==> config.mk <==
export PLATFORM = sky130hd
export DESIGN_NAME = adc_device_flat
export DESIGN_NICKNAME = d
export VERILOG_FILES = /design/src/logic/adc_ctrl_pkg.sv /design/src/logic/adc_link_if.sv /design/src/logic/adc_device.sv /design/src/flat_wrapper.sv
export VERILOG_INCLUDE_DIRS = /design/src /design/src/logic
export SDC_FILE = /design/constraint.sdc
export NUM_CORES = 1
export LEC_CHECK = 0
export BUFFER_PORTS_ARGS = -buffer_cell sky130_fd_sc_hd__buf_2
export CAP_MARGIN = 20
export CELL_PAD_IN_SITES_DETAIL_PLACEMENT = 0
export CELL_PAD_IN_SITES_GLOBAL_PLACEMENT = 1
export CORE_UTILIZATION = 47
export DETAILED_ROUTE_END_ITERATION = 7
export GPL_TIMING_DRIVEN = 0
export PLACE_DENSITY = 0.91
export SYNTH_ARGS = -nofsm -noshare
export SYNTH_HDL_FRONTEND = slang
export SYNTH_SLANG_ARGS = --single-unit
==> constraint.sdc <==
create_clock -name core_clk -period 4.4 [get_ports core_clk]
set_clock_uncertainty 0.05 [all_clocks]
set_input_delay 0.44 -clock core_clk [delete_from_list [all_inputs] [get_ports core_clk]]
set_output_delay 0.44 -clock core_clk [all_outputs]
set_load 0.005 [all_outputs]
==> src/logic/adc_ctrl_regs.svh <==
// timing constants and field positions for the converter control block
`ifndef ADC_CTRL_REGS_SVH
`define ADC_CTRL_REGS_SVH
`define CORE_CLK_NS 25
`define NAP_WAKE_NS 350
`define NAP_WAKE_CYC ((`NAP_WAKE_NS + `CORE_CLK_NS - 1) / `CORE_CLK_NS)
`define SLEEP_RAMP_NS 4000000
`define SLEEP_RAMP_CYC ((`SLEEP_RAMP_NS + `CORE_CLK_NS - 1) / `CORE_CLK_NS)
`define WAKE_PULSE_NS 50
`define WAKE_PULSE_CYC ((`WAKE_PULSE_NS + `CORE_CLK_NS - 1) / `CORE_CLK_NS)
`define NAP_PULSES 3'h2
`define SLEEP_PULSES 3'h4
`define WORD_BITS 16
`define RDY_POS 12
`define RESULT_BITS 12
`define SCLK_HALF 4
`endif

==> src/logic/adc_ctrl_pkg.sv <==
// types shared by both ends of the converter link
package adc_ctrl_pkg;
    typedef enum logic [1:0] {pwr_active, pwr_nap, pwr_sleep} power_mode_t;
    typedef logic [11:0] result_t;
endpackage

==> src/logic/adc_link_if.sv <==
// three-wire link between host and converter
`timescale 1ns/1ps
interface adc_link_if;
    logic serial_clk;
    logic conversion_start;
    logic serial_data_out;
    modport device (input serial_clk, input conversion_start, output serial_data_out);
    modport host (output serial_clk, output conversion_start, input serial_data_out);
endinterface

==> src/logic/adc_device.sv <==
// converter end: power modes, ready flag, output word
// What this block does
// - power-up leaves block active
// - two start pulses, clock low: nap
// - four start pulses, clock low: sleep
// - nap keeps reference powered
// - sleep powers everything down
// - clock rising edge wakes block
// - nap wake ready within 350ns
// - host waits reference ramp after sleep; adc_host does not wait, flag reads low during ramp
// - ready flag only once reference settled
// - ready flag shifted before result bits
// - low reference pin forces flag low
// - negative supply below ground selects bipolar
// - unipolar result is straight binary
// - bipolar result is two's complement
// - start rising edge resets SAR, converts
// - output updates on clock rising edge
// - 50ns clock pulse wakes block
`timescale 1ns/1ps
`include "adc_ctrl_regs.svh"
module adc_device
    import adc_ctrl_pkg::*;
(
    input wire logic core_clk,
    input wire logic resetn,
    adc_link_if.device link,
    input wire logic [11:0] sample_code,
    input wire logic vss_below_gnd,
    input wire logic ref_pin_low,
    output logic reference_powered,
    output logic analog_powered,
    output logic bipolar_mode,
    output logic reference_ready_flag,
    output logic converting
);
    logic [1:0] sclk_s, conversion_start_s, vss_s, ref_s;
    power_mode_t mode_reg, mode_next;
    logic [2:0] pulse_cnt_reg, pulse_cnt_next;
    logic sclk_d_reg, conversion_start_d_reg;
    logic [17:0] settle_reg, settle_next;
    logic settled_reg, settled_next;
    logic [16:0] shift_reg, shift_next;
    logic [4:0] bits_reg, bits_next;
    logic dout_reg, dout_next;
    logic ref_on_reg, ana_on_reg, bip_reg, rdy_reg;
    logic converting_reg;
    logic sclk_rise, conversion_start_rise;

    // input pins are asynchronous to core_clk
    always_ff @(posedge core_clk or negedge resetn) begin
        if (!resetn) begin
            sclk_s <= 2'h0;
            conversion_start_s <= 2'h0;
            vss_s <= 2'h0;
            ref_s <= 2'h0;
        end else begin
            sclk_s <= {sclk_s[0], link.serial_clk};
            conversion_start_s <= {conversion_start_s[0], link.conversion_start};
            vss_s <= {vss_s[0], vss_below_gnd};
            ref_s <= {ref_s[0], ref_pin_low};
        end
    end

    assign sclk_rise = sclk_s[1] & ~sclk_d_reg;
    assign conversion_start_rise = conversion_start_s[1] & ~conversion_start_d_reg;

    // bipolar result as two's complement: offset binary with msb flipped
    function automatic result_t encode(input result_t raw, input logic bip);
        encode = bip ? {~raw[11], raw[10:0]} : raw;
    endfunction

    always_comb begin
        mode_next = mode_reg;
        pulse_cnt_next = pulse_cnt_reg;
        settle_next = settle_reg;
        settled_next = settled_reg;
        shift_next = shift_reg;
        bits_next = bits_reg;
        dout_next = dout_reg;
        // any clock rise breaks a mode sequence, so the count restarts
        if (sclk_rise) begin
            pulse_cnt_next = 3'h0;
        end else if (conversion_start_rise && !sclk_s[1] && pulse_cnt_reg != 3'h7) begin
            pulse_cnt_next = pulse_cnt_reg + 3'h1;
        end
        unique case (mode_reg)
            pwr_active: begin
                if (!sclk_s[1] && conversion_start_rise && pulse_cnt_reg == `SLEEP_PULSES - 3'h1) begin
                    mode_next = pwr_sleep;
                    settled_next = 1'b0;
                end else if (!sclk_s[1] && pulse_cnt_reg == `NAP_PULSES
                             && !conversion_start_s[1] && conversion_start_d_reg) begin
                    // nap taken at second pulse's fall; a fourth pulse continues to sleep
                    mode_next = pwr_nap;
                end
            end
            pwr_nap: begin
                if (sclk_rise) begin
                    mode_next = pwr_active;
                    settle_next = 18'(`NAP_WAKE_CYC);
                end else if (!sclk_s[1] && conversion_start_rise
                             && pulse_cnt_reg == `SLEEP_PULSES - 3'h1) begin
                    mode_next = pwr_sleep;
                    settled_next = 1'b0;
                end
            end
            pwr_sleep: begin
                if (sclk_rise) begin
                    mode_next = pwr_active;
                    settle_next = 18'(`SLEEP_RAMP_CYC);
                end
            end
            default: mode_next = pwr_active;
        endcase
        if (mode_reg == pwr_active) begin
            if (settle_reg != 18'h0) begin
                settle_next = settle_reg - 18'h1;
            end else begin
                settled_next = 1'b1;
            end
        end
        // conversion: start edge resets SAR and loads the word
        if (mode_reg == pwr_active && conversion_start_rise && sclk_s[1] == 1'b0 && bits_reg == 5'h0) begin
            shift_next = {1'b0, 3'h0, rdy_reg, encode(sample_code, bip_reg)};
            bits_next = 5'(`WORD_BITS);
        end else if (sclk_rise && bits_reg != 5'h0) begin
            dout_next = shift_reg[`WORD_BITS - 1];
            shift_next = {shift_reg[15:0], 1'b0};
            bits_next = bits_reg - 5'h1;
        end
        // the first mode pulse loads a word; drop it on power-down so that
        // a stale word does not block the first start after wake-up
        if (mode_next != pwr_active) begin
            bits_next = 5'h0;
        end
    end

    always_ff @(posedge core_clk or negedge resetn) begin
        if (!resetn) begin
            mode_reg <= pwr_active;
            pulse_cnt_reg <= 3'h0;
            sclk_d_reg <= 1'b0;
            conversion_start_d_reg <= 1'b0;
            settle_reg <= 18'h0;
            settled_reg <= 1'b1;
            shift_reg <= 17'h0;
            bits_reg <= 5'h0;
            dout_reg <= 1'b0;
            ref_on_reg <= 1'b1;
            ana_on_reg <= 1'b1;
            bip_reg <= 1'b0;
            rdy_reg <= 1'b0;
            converting_reg <= 1'b0;
        end else begin
            mode_reg <= mode_next;
            pulse_cnt_reg <= pulse_cnt_next;
            sclk_d_reg <= sclk_s[1];
            conversion_start_d_reg <= conversion_start_s[1];
            settle_reg <= settle_next;
            settled_reg <= settled_next;
            shift_reg <= shift_next;
            bits_reg <= bits_next;
            dout_reg <= dout_next;
            ref_on_reg <= (mode_next != pwr_sleep);
            ana_on_reg <= (mode_next == pwr_active);
            bip_reg <= vss_s[1];
            rdy_reg <= settled_next && mode_next == pwr_active && settle_next == 18'h0
                       && !ref_s[1];
            // registered copy so the output leaves a flip-flop
            converting_reg <= bits_next != 5'h0;
        end
    end

    assign link.serial_data_out = dout_reg;
    assign reference_powered = ref_on_reg;
    assign analog_powered = ana_on_reg;
    assign bipolar_mode = bip_reg;
    assign reference_ready_flag = rdy_reg;
    assign converting = converting_reg;
endmodule

==> src/flat_wrapper.sv <==
// flat-port wrapper written by rule: the top's interface ports become plain ports
module adc_device_flat import adc_ctrl_pkg::*;
  (core_clk, resetn, sample_code, vss_below_gnd, ref_pin_low, reference_powered, analog_powered, bipolar_mode, reference_ready_flag, converting, link_serial_clk, link_conversion_start, link_serial_data_out);
  adc_link_if link_i ();
  input wire logic core_clk;
  input wire logic resetn;
  input wire logic [11:0] sample_code;
  input wire logic vss_below_gnd;
  input wire logic ref_pin_low;
  output logic reference_powered;
  output logic analog_powered;
  output logic bipolar_mode;
  output logic reference_ready_flag;
  output logic converting;
  input wire logic [$bits(link_i.serial_clk)-1:0] link_serial_clk;
  input wire logic [$bits(link_i.conversion_start)-1:0] link_conversion_start;
  output wire logic [$bits(link_i.serial_data_out)-1:0] link_serial_data_out;
  assign link_i.serial_clk = link_serial_clk;
  assign link_i.conversion_start = link_conversion_start;
  assign link_serial_data_out = link_i.serial_data_out;
  adc_device u_core (.core_clk(core_clk), .resetn(resetn), .link(link_i), .sample_code(sample_code), .vss_below_gnd(vss_below_gnd), .ref_pin_low(ref_pin_low), .reference_powered(reference_powered), .analog_powered(analog_powered), .bipolar_mode(bipolar_mode), .reference_ready_flag(reference_ready_flag), .converting(converting));
endmodule
== Yosys cells after proc, flatten, opt, wreduce, memory -nomap -nowiden ==
Cells that the tools add are included.

* Output and inout port bits: 6
* Input bits: 18
* Bits in registers: 61
* Logic and storage cells: 85

* Mux-type cells: 24
* Reduce and logical (&&, ||, !) cells: 27
* Eq/ne operators: 6
* Add/sub/neg operators: 3
* Bitwise logic cells: 7

{| class="wikitable"
|+ Operator list
! cell !! number
|-
| two-way mux 18 bit || 4
|-
| one-hot mux 18 bit (2 select lines) || 1
|-
| two-way mux 16 bit || 2
|-
| logical NOT 18 bit || 1
|-
| nonzero test 18 bit || 1
|-
| subtractor 18 x 1 -> 18 bit, second input constant || 1
|-
| two-way mux 5 bit || 3
|-
| logical AND 1 bit || 13
|-
| two-way mux 12 bit || 1
|-
| two-way mux 2 bit || 5
|-
| nonzero test 5 bit || 2
|-
| == test 3 x 2 -> 1 bit, second input constant || 2
|-
| two-way mux 3 bit || 2
|-
| one-hot mux 2 bit (3 select lines) || 1
|-
| nonzero test 2 bit || 3
|-
| logical NOT 5 bit || 1
|-
| inverter 1 bit || 5
|-
| subtractor 5 x 1 -> 5 bit, second input constant || 1
|-
| logical NOT 2 bit || 2
|-
| two-way mux 1 bit || 4
|-
| adder 3 x 1 -> 3 bit, second input constant || 1
|-
| logical NOT 1 bit || 3
|-
| inequality test 3 bit, second input constant || 1
|-
| AND 1 bit || 2
|-
| 5 further kinds || 5
|}

== Logic depth before layout (Yosys ltp) ==
Gate-level depths: netlist of run 1.

* Depth after elaboration: 12
* Depth in mapped cells: 10
* Depth with buffers taken out: 9

== Least setup slack after synthesis of run 1 ==
OpenSTA, ideal clock, no wires.

* Path type: register to register
* From: register u_core.settle_reg[4]
* To: register u_core.rdy_reg (netlist: u_core.reference_ready_flag)
* Data arrival time: 2982 ps
* Buffers on the path: 2
* Library setup time: 96 ps
* Required time: 4254 ps
* Stages on the path, launching flop included: 10
* Period minus slack after synthesis: 3128 ps
* Path slack: 1272 ps
* Path through: dfrtp_1 or4_1 buf_2 or4_4 o21a_1 buf_2 mux2i_1 a22o_1 or4_1 nor4_2

* Elaborated cells on any way between the ends: 13
* Classes of those cells: 1 x add/sub; 7 x mux; 5 x reduce/logical

{| class="wikitable"
|+ RTL lines
! element !! RTL line !! source
|-
| from (decl) || adc_device.sv:41 || <nowiki>logic [17:0] settle_reg, settle_next;</nowiki>
|-
| from (signal assigned) || adc_device.sv:160 || <nowiki>settle_reg <= settle_next;</nowiki>
|-
| subtractor 18 x 1 -> 18 bit / nonzero test 18 bit (equally long branches) || adc_device.sv:118, adc_device.sv:117 ||
|-
| two-way mux 18 bit * || adc_device.sv:117 || <nowiki>if (settle_reg != 18'h0) begin</nowiki>
|-
| two-way mux 18 bit * || adc_device.sv:116 || <nowiki>if (mode_reg == pwr_active) begin</nowiki>
|-
| named net u_core.settle_next[9] || adc_device.sv:41 ||
|-
| logical NOT 18 bit * || adc_device.sv:168 || <nowiki>rdy_reg <= settled_next && mode_next == pwr_active && settle_next == 18'h0</nowiki>
|-
| logical AND 1 bit * || adc_device.sv:168 ||
|-
| logical AND 1 bit * || adc_device.sv:169 || <nowiki>&& !ref_s[1];</nowiki>
|-
| to (signal assigned) || adc_device.sv:168 ||
|-
| to (decl) || adc_device.sv:46 || <nowiki>logic ref_on_reg, ana_on_reg, bip_reg, rdy_reg;</nowiki>
|}

Mark *: on every way through the listed nets, which the timed path passes. The rest lies on a longest branch.
A chain may end at the register's enable or synchronous reset.

== Worst setup path in the final report of run 1 ==
Same ends and word-level chain as after synthesis.

==> results.md, run 1 <==
* CP Class: flip-flop to flip-flop
* Layout fillers at 552
* # clock sinks at 61
* Root cell of the clock tree: clkbuf_8
* Vias in the first global route at 2401
* Tcrit/Tclk final at 0.783
* Mapped cell area at 3080 um^2
* Flops & latches, synth at 61
* Headroom to the max-slew limit at 0.405
* Final Hold Fails at 0
* Initial DRC count at 196
* Clock slew seen by the registers of the worst setup and hold paths at 70 ps
* Share of power burned in combinational logic at 0.393
* CP startpoint kind: flip-flop
* CP startpoint: u_core.settle_reg[4]
* PortBufs at 23
* Clock network fraction of total power at 0.251
* Lkg Pwr at 1.63 nW
* Max reg flops at 18
* Psw at 0.000943 W
* Clk_lat worst skew at 330 ps
* Main combinational cell family by area after synthesis: simple AND/OR/NAND/NOR gates
* DRC viols at 0
* Unrepaired setup endpoints after global routing: false
* Portion of netlist area occupied by mux cells at 0.0264
* H-Tree Depth at 3
* Initial Util at 0.484
* Synth Area in XOR/XNOR at 0.0228
* Syn_area_per_cell at 9.83 um^2
* Distinct cells, synth at 55
* Total Routing Usage GR at 0.209
* CTS buffer count at 9
* Synth Area in Compound Gates at 0.167
* Slew Viols, Final at 0
* Ys flop type: dfrtp_1
* Reg power frac at 0.356
* Rows at 29
* DR WL/cell at 15.3 um
* Setup TNS at 0 ps
* Max Cap Viol at 0
* Hold-fix buffers at CTS at 0
* Status: finished, final reports clean
* Die H at 82.9 um
* Die X at 82.9 um
* Final setup vio count at 0
* CP arrival at 3620 ps
* CP endpoint kind: flip-flop
* Min Tclk post-route at 3450 ps
* # IOs at 24
* Placed inst area at 3310 um^2
* # diodes at 0
* Sequential fraction of the synthesis area at 0.498
* Slew @ Worst Pin at 886 ps
* GR Overflow Total at 0
* DP HPWL at 4620 um
* Post-Synth Simple-Gate Area at 0.214
* Max clock buf depth at 2
* Antenna violations before repair at 0
* Fmax at 0.290 GHz
* Vias per inst at 5.72
* Pwr/cell area at 697 nW/um^2
* First-pass GRT wire length at 11400 um
* Post-synth EDFFs at 0
* Fin area at 3560 um^2
* Async SR Flop Fraction at 1.00
* Total Die Area at 6870 um^2
* Area Overhead vs Synth at 15.7%
* Worst-path fanout max at 9
* Vias at 2459
* Crit path required time at 4570 ps
* Switching Share at 0.380
* YS warnings at 0
* Antenna-violating nets left at 0
* Nets at 376
* Routability cong. at 0.883
* VDD IR-drop max at 0.000340 V
* Post-Synth Adder-Cell Area at 0.0407
* Setup Fix Bufs, Post-CTS at 0
* Layout cells sized above 1 at 0.159
* Core Area at 6350 um^2
* Largest net degree at the start of global routing at 36
* Syn Inst Count at 313
* First-pass DRT Iterations at 4
* HP Class: primary input to async pin
* TritonCTS clock tree: yes
* Cell internal pwr at 0.00154 W
* CTS-repair resized insts at 0
* Synth Net Count at 341
* Total Wirelength at 6570 um
* R2R Path Start: u_core.settle_reg[4]
-- through the flow --
stage | setup slack, ps | util | hold slack [ps] | total power, W | cells
2_1_floorplan | 1270 | - | 94.4 | 0.00158 | 313
3_3_place_gp | 992 | 0.518 | 282 | 0.00183 | 413
3_5_place_dp | 1030 | 0.521 | 285 | 0.00185 | 414
4_1_cts | 963 | 0.560 | 93.1 | 0.00249 | 430
5_1_grt | 873 | 0.560 | 126 | 0.00264 | 430
6_report | 953 | 0.560 | 78.8 | 0.00248 | 430
-- critical path: stages (launching register included) --
cell and delay (ps):
dfrtp_1 420, or4_1 500, buf_2 190, or4_4 540
o21a_1 200, buf_2 180, mux2i_1 130, a22o_1 200
or4_1 550, nor4_2 350
-- cell usage in the layout (no fill, tap or decap), types with 2 or more instances in the layout --
| cell type | instances |
|---|---|
| dfrtp_1 | 58 |
| nand2_1 | 44 |
| buf_2 | 26 |
| nor2_1 | 20 |
| o21ai_0 | 15 |
| inv_1 | 13 |
| clkbuf_8 | 11 |
| clkbuf_1 | 10 |
| a21oi_1 | 10 |
| nor3_1 | 10 |
| nor4_1 | 10 |
| a22oi_1 | 10 |
| ha_1 | 10 |
| nand3_1 | 9 |
| mux2i_1 | 7 |
| and3_1 | 6 |
| nand2b_1 | 5 |
| or3_1 | 5 |
| xnor2_1 | 5 |
| a211o_1 | 4 |
| o21a_1 | 4 |
| a22o_1 | 4 |
| or4_1 | 3 |
| and2_1 | 3 |
| xor2_1 | 3 |
| bufinv_16 | 3 |
| dfstp_2 | 3 |
| a31oi_1 | 2 |
| or2_2 | 2 |
| nor3b_1 | 2 |
| a211oi_1 | 2 |
| o221a_2 | 2 |
| a32oi_1 | 2 |
| o21ai_1 | 2 |
| a21o_1 | 2 |
| or3b_2 | 2 |
| a2111oi_0 | 2 |
-- per-layer routing --
metal | global-route usage | share of wire | vias up
li1 | - | - | 1205
met1 | 0.283 | 0.47 | 1169
met2 | 0.323 | 0.47 | 77
met3 | 0.0517 | 0.054 | 8
met4 | 0.0878 | 0.0096 | 0
met5 | 0 | 0 | -
-- cells in the mapped netlist (all sizes together), types with 2 or more instances --
| cell type | number | area, um^2 |
|---|---|---|
| nor3b | 2 | 15.0 |
| or2 | 2 | 12.5 |
| a31oi | 2 | 12.5 |
| inv | 13 | 48.8 |
| a22oi | 10 | 75.1 |
| xor2 | 3 | 26.3 |
| or4 | 4 | 33.8 |
| nand3 | 9 | 45.0 |
| nor4 | 11 | 75.1 |
| nor3 | 10 | 50.1 |
| o221a | 2 | 22.5 |
| a211oi | 2 | 15.0 |
| o21a | 4 | 30.0 |
| a21o | 2 | 15.0 |
| a32oi | 2 | 17.5 |
| nand2 | 44 | 165 |
| nand2b | 5 | 31.3 |
| dfrtp | 58 | 1450 |
| and3 | 6 | 37.5 |
| mux2i | 7 | 70.1 |
| and2 | 3 | 18.8 |
| or3b | 2 | 17.5 |
| xnor2 | 5 | 43.8 |
| ha | 10 | 125 |
| a22o | 4 | 35.0 |
| buf | 3 | 15.0 |
| o21ai | 18 | 101 |
| a21oi | 10 | 50.1 |
| or3 | 5 | 31.3 |
| dfstp | 3 | 78.8 |
| nor2 | 20 | 75.1 |
| a211o | 4 | 35.0 |
| a2111oi | 2 | 17.5 |
| clkbuf | 9 | 33.8 |
-- area by class of cell --
class,count,area [um^2],share of cell area
clock buffer,12,155,0.0436
inverter,13,48.8,0.0137
multi-input combinational,227,1450,0.407
tap,77,96.3,0.0271
clock inverter,4,95.1,0.0267
timing repair buffer,24,135,0.0380
sequential,61,1530,0.430
buffer,12,48.8,0.0137
-- power groups by stage --
stage / logic (W) / registers [W] / clock network, W
6_report: 0.000975 / 0.000883 / 0.000622
5_1_grt: 0.00108 / 0.000909 / 0.000656
4_1_cts: 0.000974 / 0.000882 / 0.000630
3_5_place_dp: 0.000963 / 0.000889 / 0
3_3_place_gp: 0.000943 / 0.000884 / 0
2_1_floorplan: 0.000730 / 0.000854 / 0
-- kinds of logic (layout without fill, tap and decap cells) --
kind of cell | count (synthesis) | in the layout
xor gates and xnor gates | 8 | 8
DFF | 61 | 61
AOI/OAI and AO/OA | 72 | 72
buffers and inverters | 25 | 65
adders and majority gates | 10 | 10
and+or+nand+nor | 129 | 129
muxes | 8 | 8
-- worst paths after layout --
check / endpoint / slack [ps] / depth (start not counted)
worst max-delay path: u_core.reference_ready_flag / 950 / 9
worst min-delay path: u_core.settle_reg[6] / 80 / 1
worst max register to register: u_core.reference_ready_flag / 950 / 9
worst min register to register: u_core.bipolar_mode / 300 / 0
max in group asynchronous: u_core.settled_reg / 3560 / 2
min in group core_clk: u_core.vss_s[0] / 160 / 1
Power figures use the tool's default switching activity.
==> run 2, diff against run 1 <==
- clock period: 4.4 -> 3.5 ns (I/O delays scaled with it)
==> results.md, run 2 (synthesis gave the netlist of run 1 again) <==
* Max clock buf depth at 2 (unchanged)
* Nets at 377 (was 376)
* Vias at 2457 (was 2459)
* Max Cap Viol at 0 (unchanged)
* DR WL/cell at 15.3 um (about the same)
* Max reg flops at 18 (unchanged)
* # clock sinks at 61 (unchanged)
* GR Overflow Total at 0 (unchanged)
* Final hold slack at -14.7 ps (was 78.8 ps)
* Vias per inst at 5.70 (was 5.72)
* Slew Viols, Final at 0 (unchanged)
* Cell internal pwr at 0.00194 W (was 0.00154 W)
* Die H at 82.9 um (unchanged)
* Total Die Area at 6870 um^2 (unchanged)
* First-pass GRT wire length at 11400 um (unchanged)
* Final setup vio count at 0 (unchanged)
* Worst-path fanout max at 9 (unchanged)
* CP startpoint: u_core.settle_reg[6] (was u_core.settle_reg[4])
* DP HPWL at 4620 um (unchanged)
* Total Wirelength at 6580 um (was 6570 um)
* Min Tclk post-route at 3430 ps (was 3450 ps)
* Failing checks: negative hold slack
* Antenna-violating nets left at 0 (unchanged)
* Most common cell after layout, fill and taps aside: dfrtp_1 (unchanged)
* Layout cells sized above 1 at 0.164 (was 0.159)
* Commonest cells after routing, fill and taps aside: dfrtp_1, nand2_1, buf_2, nor2_1, o21ai_0 (unchanged)
* Pwr/cell area at 877 nW/um^2 (was 697 nW/um^2)
* Psw at 0.00119 W (was 0.000943 W)
* CTS buffer count at 9 (unchanged)
* Antenna violations before repair at 0 (unchanged)
* PortBufs at 23 (unchanged)
* Die X at 82.9 um (unchanged)
* Vias in the first global route at 2401 (unchanged)
* Area Overhead vs Synth at 16.2% (was 15.7%)
* Core Area at 6350 um^2 (unchanged)
* Clock slew seen by the registers of the worst setup and hold paths at 70 ps (about the same)
* # diodes at 0 (unchanged)
* Reg power frac at 0.354 (was 0.356)
* Highest routed layer: met4 (unchanged)
* Clock network fraction of total power at 0.250 (was 0.251)
* R2R Path Start: u_core.settle_reg[6] (was u_core.settle_reg[4])
* H-Tree Depth at 3 (unchanged)
* Met1 WL at 3050 um (was 3060 um)
* Initial DRC count at 214 (was 196)
* Met3 wire length at 326 um (was 354 um)
* Largest net degree at the start of global routing at 36 (unchanged)
* Tcrit/Tclk final at 0.980 (was 0.783)
* Setup TNS at 0 ps (unchanged)
* CP endpoint kind: flip-flop (unchanged)
* TritonCTS clock tree: yes (unchanged)
* Final Hold Fails at 24 (was 0)
* Lkg Pwr at 1.63 nW (about the same)
* HP Class: primary input to async pin (unchanged)
* Headroom to the max-slew limit at 0.405 (about the same)
* Crit path required time at 3670 ps (was 4570 ps)
* Initial Util at 0.484 (unchanged)
* Worst-path cell chain: or4_1, buf_2, or4_4, o21a_1, buf_2, mux2i_1, a22o_1, or4_1, nor4_2 (unchanged)
* Fmax at 0.291 GHz (was 0.290 GHz)
* Power Total at 0.00313 W (was 0.00248 W)
* Total Routing Usage GR at 0.209 (unchanged)
* # IOs at 24 (unchanged)
* First-pass DRT Iterations at 4 (unchanged)
* Routability cong. at 0.883 (unchanged)
* Slew @ Worst Pin at 887 ps (was 886 ps)
* Slowest cell on the critical path: or4_4 (was or4_1)
* CP startpoint kind: flip-flop (unchanged)
* Root cell of the clock tree: clkbuf_8 (unchanged)
* Rows at 29 (unchanged)
* Met2 routed WL at 3090 um (was 3100 um)
* Crit path largest cell delay at 550 ps (about the same)
* DRC viols at 0 (unchanged)
* Switching Share at 0.380 (about the same)
* Share of power burned in combinational logic at 0.396 (was 0.393)
* CP arrival at 3600 ps (was 3620 ps)
* Clk_lat worst skew at 330 ps (about the same)
* Unrepaired setup endpoints after global routing: false (unchanged)
* Status: finished with violations (was finished, final reports clean)
* CP Class: flip-flop to flip-flop (unchanged)
* VDD IR-drop max at 0.000428 V (was 0.000340 V)
## run 2: cell count changes in the layout (fill, tap and decap cells not counted), sizes merged
| cell | change |
|---|---|
| clkbuf | +1 |
## run 2: worst paths after layout
check                                              endpoint  slack [ps]  cells after the start
worst max-delay path            u_core.reference_ready_flag          70                      9
worst min-delay path                   u_core.settle_reg[6]         -10                      1
worst max register to register  u_core.reference_ready_flag          70                      9
worst min register to register          u_core.bipolar_mode         300                      0
max in group asynchronous                u_core.settled_reg        2750                      2
min in group core_clk                       u_core.vss_s[0]          70                      1
## run 2: layout make-up
| type | count | area, um^2 |
|---|---|---|
| Clock inverter | 4 | 95.1 |
| Sequential cell | 61 | 1530 |
| Buffer | 12 | 51.3 |
| Multi-Input combinational cell | 227 | 1450 |
| Timing Repair Buffer | 25 | 143 |
| Inverter | 13 | 48.8 |
| Fill cell | 548 | 2780 |
| Clock buffer | 12 | 155 |
| Tap cell | 77 | 96.3 |
## run 2: layer usage
metal,track usage,vias up
met5,0,-
li1,-,1207
met3,0.0517,13
met2,0.323,62
met4,0.0878,0
met1,0.283,1175
## run 2: metrics by stage
| step | area [um^2] | setup slack [ps] | util | hold WS, ps | instances |
|---|---|---|---|---|---|
| 4_1_cts | 3560 | 63.0 | 0.560 | 3.11 | 430 |
| 5_1_grt | 3570 | 6.88 | 0.563 | 35.8 | 431 |
| 6_report | 3570 | 69.1 | 0.563 | -14.7 | 431 |
| 2_1_floorplan | 3080 | 372 | - | 4.41 | 313 |
| 3_3_place_gp | 3290 | 91.5 | 0.518 | 282 | 413 |
| 3_5_place_dp | 3310 | 128 | 0.521 | 285 | 414 |
## run 2: power groups by stage
stage	combinational [W]	sequential, W	clock (W)
6_report	0.00124	0.00111	0.000783
5_1_grt	0.00137	0.00114	0.000825
4_1_cts	0.00122	0.00111	0.000792
3_5_place_dp	0.00121	0.00112	0
3_3_place_gp	0.00119	0.00111	0
2_1_floorplan	0.000918	0.00107	0
## run 2: timing repair
| item | CTS | global route |
|---|---|---|
| resized for setup | 0 | 2 |
| setup buffers | 0 | 1 |
| hold buffers | 0 | 0 |
| setup endpoints to repair | 0 | 1 |
## run 2: critical path, delay by kind of cell, from the launching register on
family | cells | cell delay, ps
AO/OA/AOI/OAI | 2 | 400
buffers and inverters | 2 | 370
flip-flops | 1 | 410
multiplexers | 1 | 130
AND/OR/NAND/NOR | 4 | 1950
